==> src/design/fdhc_pkg.sv <==
// Package for the floppy drive host controller: timing constants and enums.
// Assumes a 125 MHz ref_clk; all times are converted to cycle counts here.
package fdhc_pkg;
   // ----------------------------------------------------------------------
   // Clock
   // ----------------------------------------------------------------------
   localparam int unsigned CLK_MHZ         = 125;
   // ----------------------------------------------------------------------
   // Times in their own units
   // ----------------------------------------------------------------------
   localparam int unsigned POWERON_MS      = 200;
   localparam int unsigned SPIN_FRESH_MS   = 700;
   localparam int unsigned SPIN_KEPT_MS    = 500;
   localparam int unsigned STEP_LOW_NS     = 800;   // Step pulse width
   localparam int unsigned DIR_SETUP_NS    = 1000;  // Direction before step
   localparam int unsigned STEP_RATE_MS    = 3;     // Track to track
   localparam int unsigned SETTLE_MS       = 15;
   localparam int unsigned WDATA_LOW_NS    = 200;   // Record pulse width
   // ----------------------------------------------------------------------
   // Derived cycle counts (least times rounded up)
   // ----------------------------------------------------------------------
   localparam int unsigned POWERON_CYC     = POWERON_MS * CLK_MHZ * 1000;
   localparam int unsigned SPIN_FRESH_CYC  = SPIN_FRESH_MS * CLK_MHZ * 1000;
   localparam int unsigned SPIN_KEPT_CYC   = SPIN_KEPT_MS * CLK_MHZ * 1000;
   localparam int unsigned STEP_LOW_CYC    = (STEP_LOW_NS * CLK_MHZ + 999) / 1000;
   localparam int unsigned DIR_SETUP_CYC   = (DIR_SETUP_NS * CLK_MHZ + 999) / 1000;
   localparam int unsigned STEP_RATE_CYC   = STEP_RATE_MS * CLK_MHZ * 1000;
   localparam int unsigned SETTLE_CYC      = SETTLE_MS * CLK_MHZ * 1000;
   localparam int unsigned WDATA_LOW_CYC   = (WDATA_LOW_NS * CLK_MHZ + 999) / 1000;
   localparam int unsigned CNT_W           = 32;
   localparam int unsigned MAX_TRACKS      = 80;
   // ----------------------------------------------------------------------
   // Controller states, one-hot
   // ----------------------------------------------------------------------
   typedef enum logic [6:0] {
      FDHC_POR    = 7'h01,
      FDHC_IDLE   = 7'h02,
      FDHC_SETUP  = 7'h04,
      FDHC_PULSE  = 7'h08,
      FDHC_GAP    = 7'h10,
      FDHC_SETTLE = 7'h20,
      FDHC_SPINUP = 7'h40
   } fdhc_state_t;
endpackage

==> src/design/fdhc_sync_if.sv <==
// Interface carrying synchronised drive status from the input stage.
// Assumes both ends share ref_clk.
`timescale 1ns/10ps
`default_nettype none
interface fdhc_sync_if;
   logic index_n;
   logic trk0_n;
   logic wprot_n;
   logic rdata_n;
   logic chg_n;
   modport src (output index_n, output trk0_n, output wprot_n, output rdata_n,
                output chg_n);
   modport dst (input index_n, input trk0_n, input wprot_n, input rdata_n,
                input chg_n);
endinterface // fdhc_sync_if
`default_nettype wire

==> src/design/fdhc_sync.sv <==
// Two-flop synchroniser for the five drive outputs.
// Assumes the drive pins are asynchronous and idle high.
`timescale 1ns/10ps
`default_nettype none
module fdhc_sync
   import fdhc_pkg::*;
(
   input  wire logic   ref_clk,
   input  wire logic   rst_n,
   input  wire logic   clk_en,
   input  wire logic   [4:0] pins_n,
   fdhc_sync_if.src    so
);
   logic [4:0] meta;
   logic [4:0] stable;
   logic [4:0] next_meta;
   logic [4:0] next_stable;

   // ----------------------------------------------------------------------
   // Synchroniser
   // ----------------------------------------------------------------------
   // Stage one feeds only stage two
   always_comb begin
      next_meta   = clk_en ? pins_n : meta;
      next_stable = clk_en ? meta : stable;
   end

   always_ff @(posedge ref_clk or negedge rst_n) begin
      if (!rst_n) begin
         meta   <= 5'h1f;
         stable <= 5'h1f;
      end else begin
         meta   <= next_meta;
         stable <= next_stable;
      end
   end

   assign so.index_n = stable[0];
   assign so.trk0_n  = stable[1];
   assign so.wprot_n = stable[2];
   assign so.rdata_n = stable[3];
   assign so.chg_n   = stable[4];
endmodule // fdhc_sync
`default_nettype wire

==> src/design/fdhc_top.sv <==
// Host-side controller for a 3.5-inch floppy drive parallel interface.
// Assumes the drive pins are active low, open collector, pulled up outside.
// Function
// - Seek_sense stable across step trailing edge
// - One bit per record pulse
// - Swap flag cleared by stepping
// - No operation first 200 ms
// - Host recalibrates to track zero
// - Wait 700 or 500 ms spin-up
`timescale 1ns/10ps
`default_nettype none
module fdhc_top
   import fdhc_pkg::*;
#(
   parameter int unsigned POR_CYC   = POWERON_CYC,
   parameter int unsigned FRESH_CYC = SPIN_FRESH_CYC,
   parameter int unsigned KEPT_CYC  = SPIN_KEPT_CYC,
   parameter int unsigned RATE_CYC  = STEP_RATE_CYC,
   parameter int unsigned SET_CYC   = SETTLE_CYC
)(
   input  wire logic        ref_clk,
   input  wire logic        rst_n,
   input  wire logic        clk_en,
   // User side
   input  wire logic        cmd_select,
   input  wire logic        cmd_motor,
   input  wire logic        cmd_seek,
   input  wire logic        cmd_recal,
   input  wire logic [6:0]  cmd_track,
   input  wire logic        cmd_head,
   input  wire logic        cmd_wgate,
   input  wire logic        cmd_wbit,
   output logic             busy,
   output logic             ready,
   output logic [6:0]       cur_track,
   output logic             at_track0,
   output logic             wprotect,
   output logic             disk_changed,
   output logic             index_tick,
   output logic             rdata_tick,
   output logic             cmd_error,
   // Drive pins, active low
   output logic             unit_enable_n,
   output logic             spindle_run_request_n,
   output logic             track_advance_pulse_n,
   output logic             seek_sense_n,
   output logic             surface_choice_n,
   output logic             record_enable_n,
   output logic             record_pulse_n,
   input  wire logic        revolution_marker_n,
   input  wire logic        outer_cylinder_flag_n,
   input  wire logic        record_inhibit_flag_n,
   input  wire logic        playback_pulse_n,
   input  wire logic        media_swapped_flag_n
);
   // ----------------------------------------------------------------------
   // Reset release and input synchroniser
   // ----------------------------------------------------------------------
   logic       rst_meta;
   logic       rst_sync_n;
   fdhc_sync_if sif ();

   always_ff @(posedge ref_clk or negedge rst_n) begin
      if (!rst_n) begin
         rst_meta   <= 1'b0;
         rst_sync_n <= 1'b0;
      end else begin
         rst_meta   <= 1'b1;
         rst_sync_n <= rst_meta;
      end
   end

   fdhc_sync u_sync (
      .ref_clk (ref_clk),
      .rst_n   (rst_sync_n),
      .clk_en  (clk_en),
      .pins_n  ({media_swapped_flag_n, playback_pulse_n, record_inhibit_flag_n,
                 outer_cylinder_flag_n, revolution_marker_n}),
      .so      (sif.src)
   );

   // Counter load helper, saturating at one cycle minimum
   function automatic logic [CNT_W-1:0] cyc(input int unsigned n);
      cyc = (n == 0) ? CNT_W'(1) : CNT_W'(n);
   endfunction

   // ----------------------------------------------------------------------
   // State and registers
   // ----------------------------------------------------------------------
   fdhc_state_t      state,      next_state;
   logic [CNT_W-1:0] cnt,        next_cnt;
   logic [6:0]       trk,        next_trk;
   logic [6:0]       target,     next_target;
   logic             recal,      next_recal;
   logic             dir_out,    next_dir_out;
   logic             inserted,   next_inserted;  // Fresh insert pending
   logic             sel,        next_sel;
   logic             mot,        next_mot;
   logic             step_n,     next_step_n;
   logic             head_n,     next_head_n;
   logic             wg_n,       next_wg_n;
   logic             wd_n,       next_wd_n;
   logic [CNT_W-1:0] wcnt,       next_wcnt;
   logic             rdy,        next_rdy;
   logic             err,        next_err;
   logic             idx_d,      next_idx_d;
   logic             rd_d,       next_rd_d;
   logic             idx_t,      next_idx_t;
   logic             rd_t,       next_rd_t;
   logic             chg_d,      next_chg_d;
   logic             wp_r,       next_wp_r;
   logic             t0_r,       next_t0_r;
   logic             chg_r,      next_chg_r;

   // ----------------------------------------------------------------------
   // Next-state logic
   // ----------------------------------------------------------------------
   always_comb begin
      next_state    = state;
      next_cnt      = (cnt != '0) ? cnt - CNT_W'(1) : cnt;
      next_trk      = trk;
      next_target   = target;
      next_recal    = recal;
      next_dir_out  = dir_out;
      next_inserted = inserted;
      next_sel      = sel;
      next_mot      = mot;
      next_step_n   = step_n;
      next_head_n   = head_n;
      next_wg_n     = wg_n;
      next_wd_n     = wd_n;
      next_wcnt     = (wcnt != '0) ? wcnt - CNT_W'(1) : wcnt;
      next_rdy      = rdy;
      next_err      = 1'b0;
      // Edge pulses and selected levels from synchronised pins
      next_idx_d    = sif.index_n;
      next_rd_d     = sif.rdata_n;
      next_chg_d    = sif.chg_n;
      next_idx_t    = idx_d & ~sif.index_n & sel;
      next_rd_t     = rd_d & ~sif.rdata_n & sel;
      next_t0_r     = sel & ~sif.trk0_n;
      next_wp_r     = sel & ~sif.wprot_n;
      next_chg_r    = sel & ~sif.chg_n;

      case (state)
         FDHC_POR: begin
            if (cnt == '0)
               next_state = FDHC_IDLE;
         end
         FDHC_IDLE: begin
            next_sel = cmd_select;
            if (cmd_motor && !mot) begin
               next_mot   = 1'b1;
               next_rdy   = 1'b0;
               next_cnt   = inserted ? cyc(FRESH_CYC) : cyc(KEPT_CYC);
               next_state = FDHC_SPINUP;
            end else if (!cmd_motor && wg_n) begin
               next_mot = 1'b0;
               next_rdy = 1'b0;
            end
            if (wg_n)
               next_head_n = ~cmd_head;
            next_wg_n = ~(cmd_wgate & sel & sif.wprot_n & rdy);
            if (cmd_wbit && !wg_n && wcnt == '0) begin
               next_wd_n = 1'b0;
               next_wcnt = cyc(WDATA_LOW_CYC);
            end else if (wcnt == '0)
               next_wd_n = 1'b1;
            if (cmd_wgate && !sif.wprot_n && sel)
               next_err = 1'b1;
            if (sel && wg_n && cmd_recal) begin
               next_recal   = 1'b1;
               next_target  = 7'h00;
               next_dir_out = 1'b1;
               next_cnt     = cyc(DIR_SETUP_CYC);
               next_state   = FDHC_SETUP;
            end else if (sel && wg_n && cmd_seek) begin
               if (cmd_track >= 7'(MAX_TRACKS))
                  next_err = 1'b1;
               else if (cmd_track != trk || !sif.chg_n) begin
                  next_recal   = 1'b0;
                  next_target  = cmd_track;
                  next_dir_out = (cmd_track < trk) ||
                                 (cmd_track == trk && trk != 7'h00);
                  next_cnt     = cyc(DIR_SETUP_CYC);
                  next_state   = FDHC_SETUP;
               end
            end
         end
         FDHC_SETUP: begin
            if (cnt == '0) begin
               next_step_n = 1'b0;
               next_cnt    = cyc(STEP_LOW_CYC);
               next_state  = FDHC_PULSE;
            end
         end
         FDHC_PULSE: begin
            if (cnt == '0) begin
               next_step_n = 1'b1;
               if (dir_out)
                  next_trk = (trk != 7'h00) ? trk - 7'h01 : trk;
               else
                  next_trk = trk + 7'h01;
               next_inserted = next_inserted & ~sif.chg_n;
               next_cnt   = cyc(RATE_CYC);
               next_state = FDHC_GAP;
            end
         end
         FDHC_GAP: begin
            if (cnt == '0) begin
               if (recal && !sif.trk0_n) begin
                  next_trk   = 7'h00;
                  next_recal = 1'b0;
                  next_cnt   = cyc(SET_CYC);
                  next_state = FDHC_SETTLE;
               end else if (recal || trk != target) begin
                  next_cnt   = cyc(DIR_SETUP_CYC);
                  next_state = FDHC_SETUP;
               end else begin
                  next_cnt   = cyc(SET_CYC);
                  next_state = FDHC_SETTLE;
               end
            end
         end
         FDHC_SETTLE: begin
            if (cnt == '0)
               next_state = FDHC_IDLE;
         end
         FDHC_SPINUP: begin
            if (cnt == '0) begin
               next_rdy      = 1'b1;
               next_inserted = 1'b0;
               next_state    = FDHC_IDLE;
            end
         end
         default: next_state = FDHC_POR;
      endcase
      // Removal seen wins over any clear
      if (sel && chg_d && !sif.chg_n)
         next_inserted = 1'b1;
   end

   // ----------------------------------------------------------------------
   // Registers; all outputs below come straight from these
   // ----------------------------------------------------------------------
   always_ff @(posedge ref_clk or negedge rst_sync_n) begin
      if (!rst_sync_n) begin
         state    <= FDHC_POR;
         cnt      <= CNT_W'(POR_CYC);
         trk      <= 7'h00;
         target   <= 7'h00;
         recal    <= 1'b0;
         dir_out  <= 1'b1;
         inserted <= 1'b1;
         sel      <= 1'b0;
         mot      <= 1'b0;
         step_n   <= 1'b1;
         head_n   <= 1'b1;
         wg_n     <= 1'b1;
         wd_n     <= 1'b1;
         wcnt     <= '0;
         rdy      <= 1'b0;
         err      <= 1'b0;
         idx_d    <= 1'b1;
         rd_d     <= 1'b1;
         idx_t    <= 1'b0;
         rd_t     <= 1'b0;
         chg_d    <= 1'b1;
         wp_r     <= 1'b0;
         t0_r     <= 1'b0;
         chg_r    <= 1'b0;
      end else if (clk_en) begin
         state    <= next_state;
         cnt      <= next_cnt;
         trk      <= next_trk;
         target   <= next_target;
         recal    <= next_recal;
         dir_out  <= next_dir_out;
         inserted <= next_inserted;
         sel      <= next_sel;
         mot      <= next_mot;
         step_n   <= next_step_n;
         head_n   <= next_head_n;
         wg_n     <= next_wg_n;
         wd_n     <= next_wd_n;
         wcnt     <= next_wcnt;
         rdy      <= next_rdy;
         err      <= next_err;
         idx_d    <= next_idx_d;
         rd_d     <= next_rd_d;
         idx_t    <= next_idx_t;
         rd_t     <= next_rd_t;
         chg_d    <= next_chg_d;
         wp_r     <= next_wp_r;
         t0_r     <= next_t0_r;
         chg_r    <= next_chg_r;
      end
   end

   assign unit_enable_n         = ~sel;
   assign spindle_run_request_n = ~mot;
   assign track_advance_pulse_n = step_n;
   assign seek_sense_n          = dir_out;
   assign surface_choice_n      = head_n;
   assign record_enable_n       = wg_n;
   assign record_pulse_n        = wd_n;
   assign busy                  = ~state[1];
   assign ready                 = rdy;
   assign cur_track             = trk;
   assign at_track0             = t0_r;
   assign wprotect              = wp_r;
   assign disk_changed          = chg_r;
   assign index_tick            = idx_t;
   assign rdata_tick            = rd_t;
   assign cmd_error             = err;
endmodule // fdhc_top
`default_nettype wire

==> config.mk <==
export PLATFORM = sky130hd
export DESIGN_NAME = fdhc_top
export DESIGN_NICKNAME = d
export VERILOG_FILES = /design/src/design/fdhc_pkg.sv /design/src/design/fdhc_sync_if.sv /design/src/design/fdhc_sync.sv /design/src/design/fdhc_top.sv
export SDC_FILE = /design/constraint.sdc
export NUM_CORES = 1
export LEC_CHECK = 0
export BUFFER_PORTS_ARGS = -buffer_cell sky130_fd_sc_hd__buf_2
export CAP_MARGIN = 40
export CORE_ASPECT_RATIO = 0.9
export CORE_MARGIN = 3
export CORE_UTILIZATION = 51
export DETAILED_ROUTE_END_ITERATION = 8
export GPL_ROUTABILITY_DRIVEN = 0
export HOLD_SLACK_MARGIN = 0.02
export PLACE_DENSITY = 0.83
export SLEW_MARGIN = 10
export SYNTH_ARGS = -nofsm -noshare
export SYNTH_HDL_FRONTEND = slang
export SYNTH_SLANG_ARGS = --single-unit
export TNS_END_PERCENT = 50
==> constraint.sdc <==
create_clock -name ref_clk -period 3.5 [get_ports ref_clk]
set_clock_uncertainty 0.2 [all_clocks]
set_input_delay 0.525 -clock ref_clk [delete_from_list [all_inputs] [get_ports ref_clk]]
set_output_delay 0.525 -clock ref_clk [all_outputs]
set_load 0.01 [all_outputs]
==> impl_metrics.tcl, run 1 <==
set metrics [dict create \
    outcome "finished clean" \
    synth_async_sr_flop_share_pct 100 \
    vias 6211 \
    cts.path.max_buffers 2 \
    crit_required_ns 3.61 \
    yosys_warnings 0 \
    max_freq_ghz 0.309 \
    cts_resized 0 \
    hold_viol_final 0 \
    postCtsSetupRepairBufs 0 \
    core_um2 13000 \
    die-area_um2 15100 \
    pin_count 44 \
    slowest_stage "or4_1" \
    groute.usage.overall_pct 25.5 \
    synth.avg_cell_area_um2 9.43 \
    intPower_w 0.00292 \
    seqPwrFrac_pct 41.4 \
    areaGrowthSynthToFinish_pct 15.4 \
    max_cap_violations 0 \
    overflow 0 \
    cts_tree "built" \
    std_cell_rows 39 \
    drc 0 \
    synth_seq_cells 116 \
    cpLargestDelayFamily "simple AND/OR/NAND/NOR gates" \
    worstSetupStartpointType "flop" \
    cts_buffers 17 \
    placed_area_um2 7370 \
    pwr-share-clk_pct 47.6 \
    first_pass_iters 5 \
    ys_types 74 \
    leakage_nw 3.69 \
    fin_nets 820 \
    setup_viol 0 \
    clock-sinks 116 \
    arrival_ns 3.35 \
    die_h_um 117 \
    initial_utilization_pct 53.4 \
    rsz0062_at_grt "no" \
    p_sw_share_pct 26.5 \
    synth_edf_count 0 \
    relSlewSlack_pct 44.4 \
    slowest_delay_ns 0.67 \
    cp.depth 6 \
    layout-drive-gt1-share_pct 20.7 \
    grt_pass1_vias 5895 \
    dp_hpwl_um 12500 \
    ctsHtreeMaxLevel 4 \
    worst_skew_pair.late_latency_ns 0.42 \
    fin_crit_sh_pct 92.5 \
    slew_viol_final 0 \
    vias_per_cell 6.48 \
    io_buffers 43 \
    switching_power_w 0.00105 \
    synth_commonest_cells "dfrtp_1 (84), nand2_1 (59), nor2_1 (47), o21ai_0 (47), a21oi_1 (35)" \
    wirelength_um 18200 \
    drtIter0Drc 656 \
    yosysMostFrequentCell "dfrtp_1" \
    synth_area_um2 6960 \
    die_w_um 129 \
    hold_class "input port to flop" \
    fillers 1042 \
    ys_top_cells_by_area "dfrtp_1 (30%), dfstp_2 (12%), xor2_1 (4.2%)" \
    synth_top_area_share_pct 30.2 \
    clk_pin_slew_worst_paths_ns 0.06 \
    fin_crit_ns 3.24 \
    worstPathCellList "or4_1 > or4_4 > nor4_4 > buf_4 > o211ai_1 > o31ai_1" \
    wl_per_cell_um 19.0 \
    crit_buf_inv 1 \
    antenna_found_initial 0 \
    yosysSeqAreaShare_pct 42.3 \
    grt_pass1_wl_um 30400 \
    fin_tns_setup_ns 0 \
    post-place-cells 925 \
    vdd_drop_max_mv 0.504 \
    diodes 0 \
    r2r_cells 6 \
    end_kind "flop" \
    antenna_left 0 \
    fin_cells 958 \
    yosys.area.top_type "dfrtp_1" \
    p_per_area_nw_per_um2 494 \
    crit_type "flop to flop" \
    postLayoutCellArea_um2 8030 \
    hold-worst-slack_ns 0.0930 \
    grt_max_degree 67 \
    cts_root_buf "clkbuf_16" \
    netlist_instances 738 \
    syn_nets 777 \
    hold_depth 2 \
    p_comb_share_pct 11.0 \
    synth-main-ff-cell "dfrtp_1" \
    crit_fanout 14 \
    tightest_slew_ns 0.830 \
]
-- flip-flops by register name, summed over array words and instances, names as in the netlist, 5 cells and up --
signal	cells
cnt	32
cur_track	7
state	7
target	7
u_sync.meta	5
u_sync.stable	5
wcnt	32
-- repair_timing --
item                       4_1_cts  5_1_grt
setup endpoints to repair        0        0
hold endpoints to repair         2        0
hold buffers                     1        0
-- stage by stage --
stage / util, % / worst slack [ns] / total power (W)
finish: 61.6 / 0.264 / 0.00397
global route: 61.6 / 0.133 / 0.00413
CTS: 61.6 / 0.308 / 0.00398
detailed placement: 56.6 / 0.279 / 0.00208
global placement: 56.6 / 0.413 / 0.00206
floorplan: - / 0.573 / 0.00193
-- cells in the final DEF, fill, tap and decap left out, types with 17 or more instances in the layout --
cell and count:
nor2_1 47, nor3_1 33, a21oi_1 35, o21ai_0 47, clkbuf_16 17, xor2_1 33, inv_1 26, dfrtp_1 83
buf_2 43, nor4_1 27, nand3_1 19, buf_4 19, dfstp_2 32, nand2_1 59
-- final timing paths --
check / slack, ns / startpoint / to
setup / recovery: 0.26 / cnt[8] / cur_track[3]
hold / removal: 0.09 / cmd_head / surface_choice_n
setup reg to reg: 0.26 / cnt[8] / cur_track[3]
hold reg to reg: 0.16 / rst_meta / rst_sync_n
max in group asynchronous: 2.11 / rst_sync_n / rd_d
min in group asynchronous: 0.18 / rst_sync_n / target[5]
-- power groups by stage --
stage	clock network (W)	registers, W	logic [W]
3_3_place_gp	0	0.00165	0.000410
4_1_cts	0.00191	0.00164	0.000430
2_1_floorplan	0	0.00160	0.000328
3_5_place_dp	0	0.00165	0.000423
6_report	0.00189	0.00164	0.000436
5_1_grt	0.00199	0.00166	0.000486
-- routing by layer --
layer  up-vias  wire (um)  global-route usage (%)
met3        46       1510                    6.94
met1      2999       7970                    35.3
met2       305       8320                    39.2
met4         0        422                    8.54
li1       2861          -                       -
met5         -          0                       0
-- kinds of logic (layout without fill, tap and decap cells) --
logic type               Yosys count  count (layout)  share of synthesized area (%)
AO/OA/AOI/OAI                    199             199                           19.6
AND/OR/NAND/NOR                  276             276                           22.5
multiplexers                      18              18                           2.84
buffers and inverters             67             123                           3.99
XOR/XNOR                          44              44                           5.54
other                              1               1                         0.0539
flip-flops                       116             116                           42.3
adder cells (fa/ha/maj)           17              17                           3.16
-- area by class of cell --
| cell class | instances | area (um2) | area share, % |
|---|---|---|---|
| flip-flops and latches | 116 | 2950 | 36.7 |
| clock inverters | 11 | 175 | 2.18 |
| repair buffers | 64 | 388 | 4.83 |
| well taps | 164 | 205 | 2.56 |
| inverters | 27 | 101 | 1.26 |
| clock buffers | 21 | 470 | 5.86 |
| multi-input cells | 555 | 3740 | 46.6 |
No activity file was read; power rests on OpenSTA's default activity.
==> run 2: changes to the inputs <==
--- a/config.mk
+++ b/config.mk
@@ -14,6 +14,7 @@
 export GPL_ROUTABILITY_DRIVEN = 0
 export HOLD_SLACK_MARGIN = 0.02
 export PLACE_DENSITY = 0.83
+export RECOVER_POWER = 50
 export SLEW_MARGIN = 10
 export SYNTH_ARGS = -nofsm -noshare
 export SYNTH_HDL_FRONTEND = slang
==> impl_metrics.tcl, run 2 (synthesis gave the netlist of run 1 again) <==
set metrics [dict create \
    pwr-share-clk_pct 47.7 \
    core_um2 13000 \
    leakage_nw 3.67 \
    fin_crit_ns 3.21 \
    drtIter0Drc 671 \
    areaGrowthSynthToFinish_pct 15.2 \
    tightest_slew_ns 2.17 \
    violations "capacitance limit, slew limit" \
    fin_nets 820 \
    overflow 0 \
    die_w_um 129 \
    pin_count 44 \
    grt_pass1_vias 5895 \
    vdd_drop_max_mv 0.502 \
    vias 6239 \
    p_per_area_nw_per_um2 495 \
    cts_tree "built" \
    cts_root_buf "clkbuf_16" \
    wirelength_um 18200 \
    reg.largest.list "cnt: 32 flops, wcnt: 32 flops" \
    arrival_ns 3.32 \
    die_h_um 117 \
    postLayoutCellArea_um2 8020 \
    power_w 0.00397 \
    antenna_found_initial 0 \
    final_cell_mix "dfrtp_1 (84), nand2_1 (59), nor2_1 (47), o21ai_0 (47), buf_2 (41)" \
    first_pass_iters 5 \
    wl_per_cell_um 19.0 \
    clk_pin_slew_worst_paths_ns 0.06 \
    setup_viol 0 \
    vias_per_cell 6.51 \
    ctsHtreeMaxLevel 4 \
    fin_crit_sh_pct 91.7 \
    worstSetupStartpointType "flop" \
    slew_viol_final 82 \
    io_buffers 43 \
    cts_buffers 17 \
    drc 0 \
    intPower_w 0.00292 \
    cts.path.max_buffers 2 \
    initial_utilization_pct 53.4 \
    switching_power_w 0.00105 \
    seqPwrFrac_pct 41.4 \
    crit_required_ns 3.61 \
    placed_area_um2 7370 \
    p_sw_share_pct 26.5 \
    max_cap_violations 2 \
    die-area_um2 15100 \
    clock-sinks 116 \
    std_cell_rows 39 \
    diodes 0 \
    dp_hpwl_um 12500 \
    post-place-cells 925 \
    end_kind "flop" \
    layout-drive-gt1-share_pct 19.9 \
    p_comb_share_pct 10.9 \
    relSlewSlack_pct -44.8 \
    max_freq_ghz 0.312 \
    rsz0062_at_grt "no" \
    hold_class "input port to flop" \
    outcome "finished, violations left" \
    hold_viol_final 0 \
    fin_tns_setup_ns 0 \
    worst_skew_pair.late_latency_ns 0.42 \
    postCtsSetupRepairBufs 0 \
    grt_max_degree 67 \
    crit_fanout 14 \
    grt_pass1_wl_um 30400 \
    crit_type "flop to flop" \
    groute.usage.overall_pct 25.5 \
    antenna_left 0 \
    fin_cells 958 \
    final_common_cell "dfrtp_1" \
]
==> run 2: layer usage <==
layer / global-route usage (%) / wire, um
met5: 0 / 0
met4: 8.54 / 375
met3: 6.94 / 1410
met2: 39.2 / 8380
met1: 35.3 / 8030
==> run 2: area by class of cell <==
cell class,count,area (um2)
clock buffers,21,470
clock inverters,11,175
fillers,1048,5010
inverters,27,101
multi-input cells,555,3740
flip-flops and latches,116,2940
well taps,164,205
repair buffers,64,378
==> run 2: worst paths after layout <==
path / slack [ns] / start / endpoint / depth (start not counted)
min: 0.09 / cmd_head / surface_choice_n / 2
min reg2reg: 0.16 / rst_meta / rst_sync_n / 0
min in group asynchronous: 0.22 / rst_n / rst_meta / 2
max in group asynchronous: 1.13 / rst_sync_n / cnt[9] / 0
max reg2reg: 0.29 / cnt[8] / cur_track[3] / 6
max: 0.29 / cnt[8] / cur_track[3] / 6
==> run 2: timing repair <==
item	CTS	global route
hold buffers	1	0
gates resized for setup	0	0
hold endpoints to repair	2	0
==> run 2: through the flow <==
| step | hold slack, ns | util, % | worst slack, ns |
|---|---|---|---|
| after floorplan | 0.0294 | - | 0.573 |
| final | 0.0940 | 61.5 | 0.291 |
| after global routing | 0.0898 | 61.5 | 0.133 |
| after global placement | 0.113 | 56.6 | 0.413 |
| after CTS | 0.0813 | 61.6 | 0.308 |
| after detailed placement | 0.117 | 56.6 | 0.279 |
==> run 2: worst max-delay path, stage by stage (launching register included) <==
cell and delay, ns:
dfrtp_1 0.42, or4_1 0.67, or4_4 0.51, nor4_4 0.33, buf_4 0.28, o211ai_1 0.35
o31ai_1 0.35
==> run 2: power by group through the flow <==
stage          clock network [W]  registers (W)  logic (W)
2_1_floorplan                  0        0.00160   0.000328
3_3_place_gp                   0        0.00165   0.000410
3_5_place_dp                   0        0.00165   0.000423
4_1_cts                  0.00191        0.00164   0.000430
5_1_grt                  0.00199        0.00166   0.000484
6_report                 0.00189        0.00164   0.000434
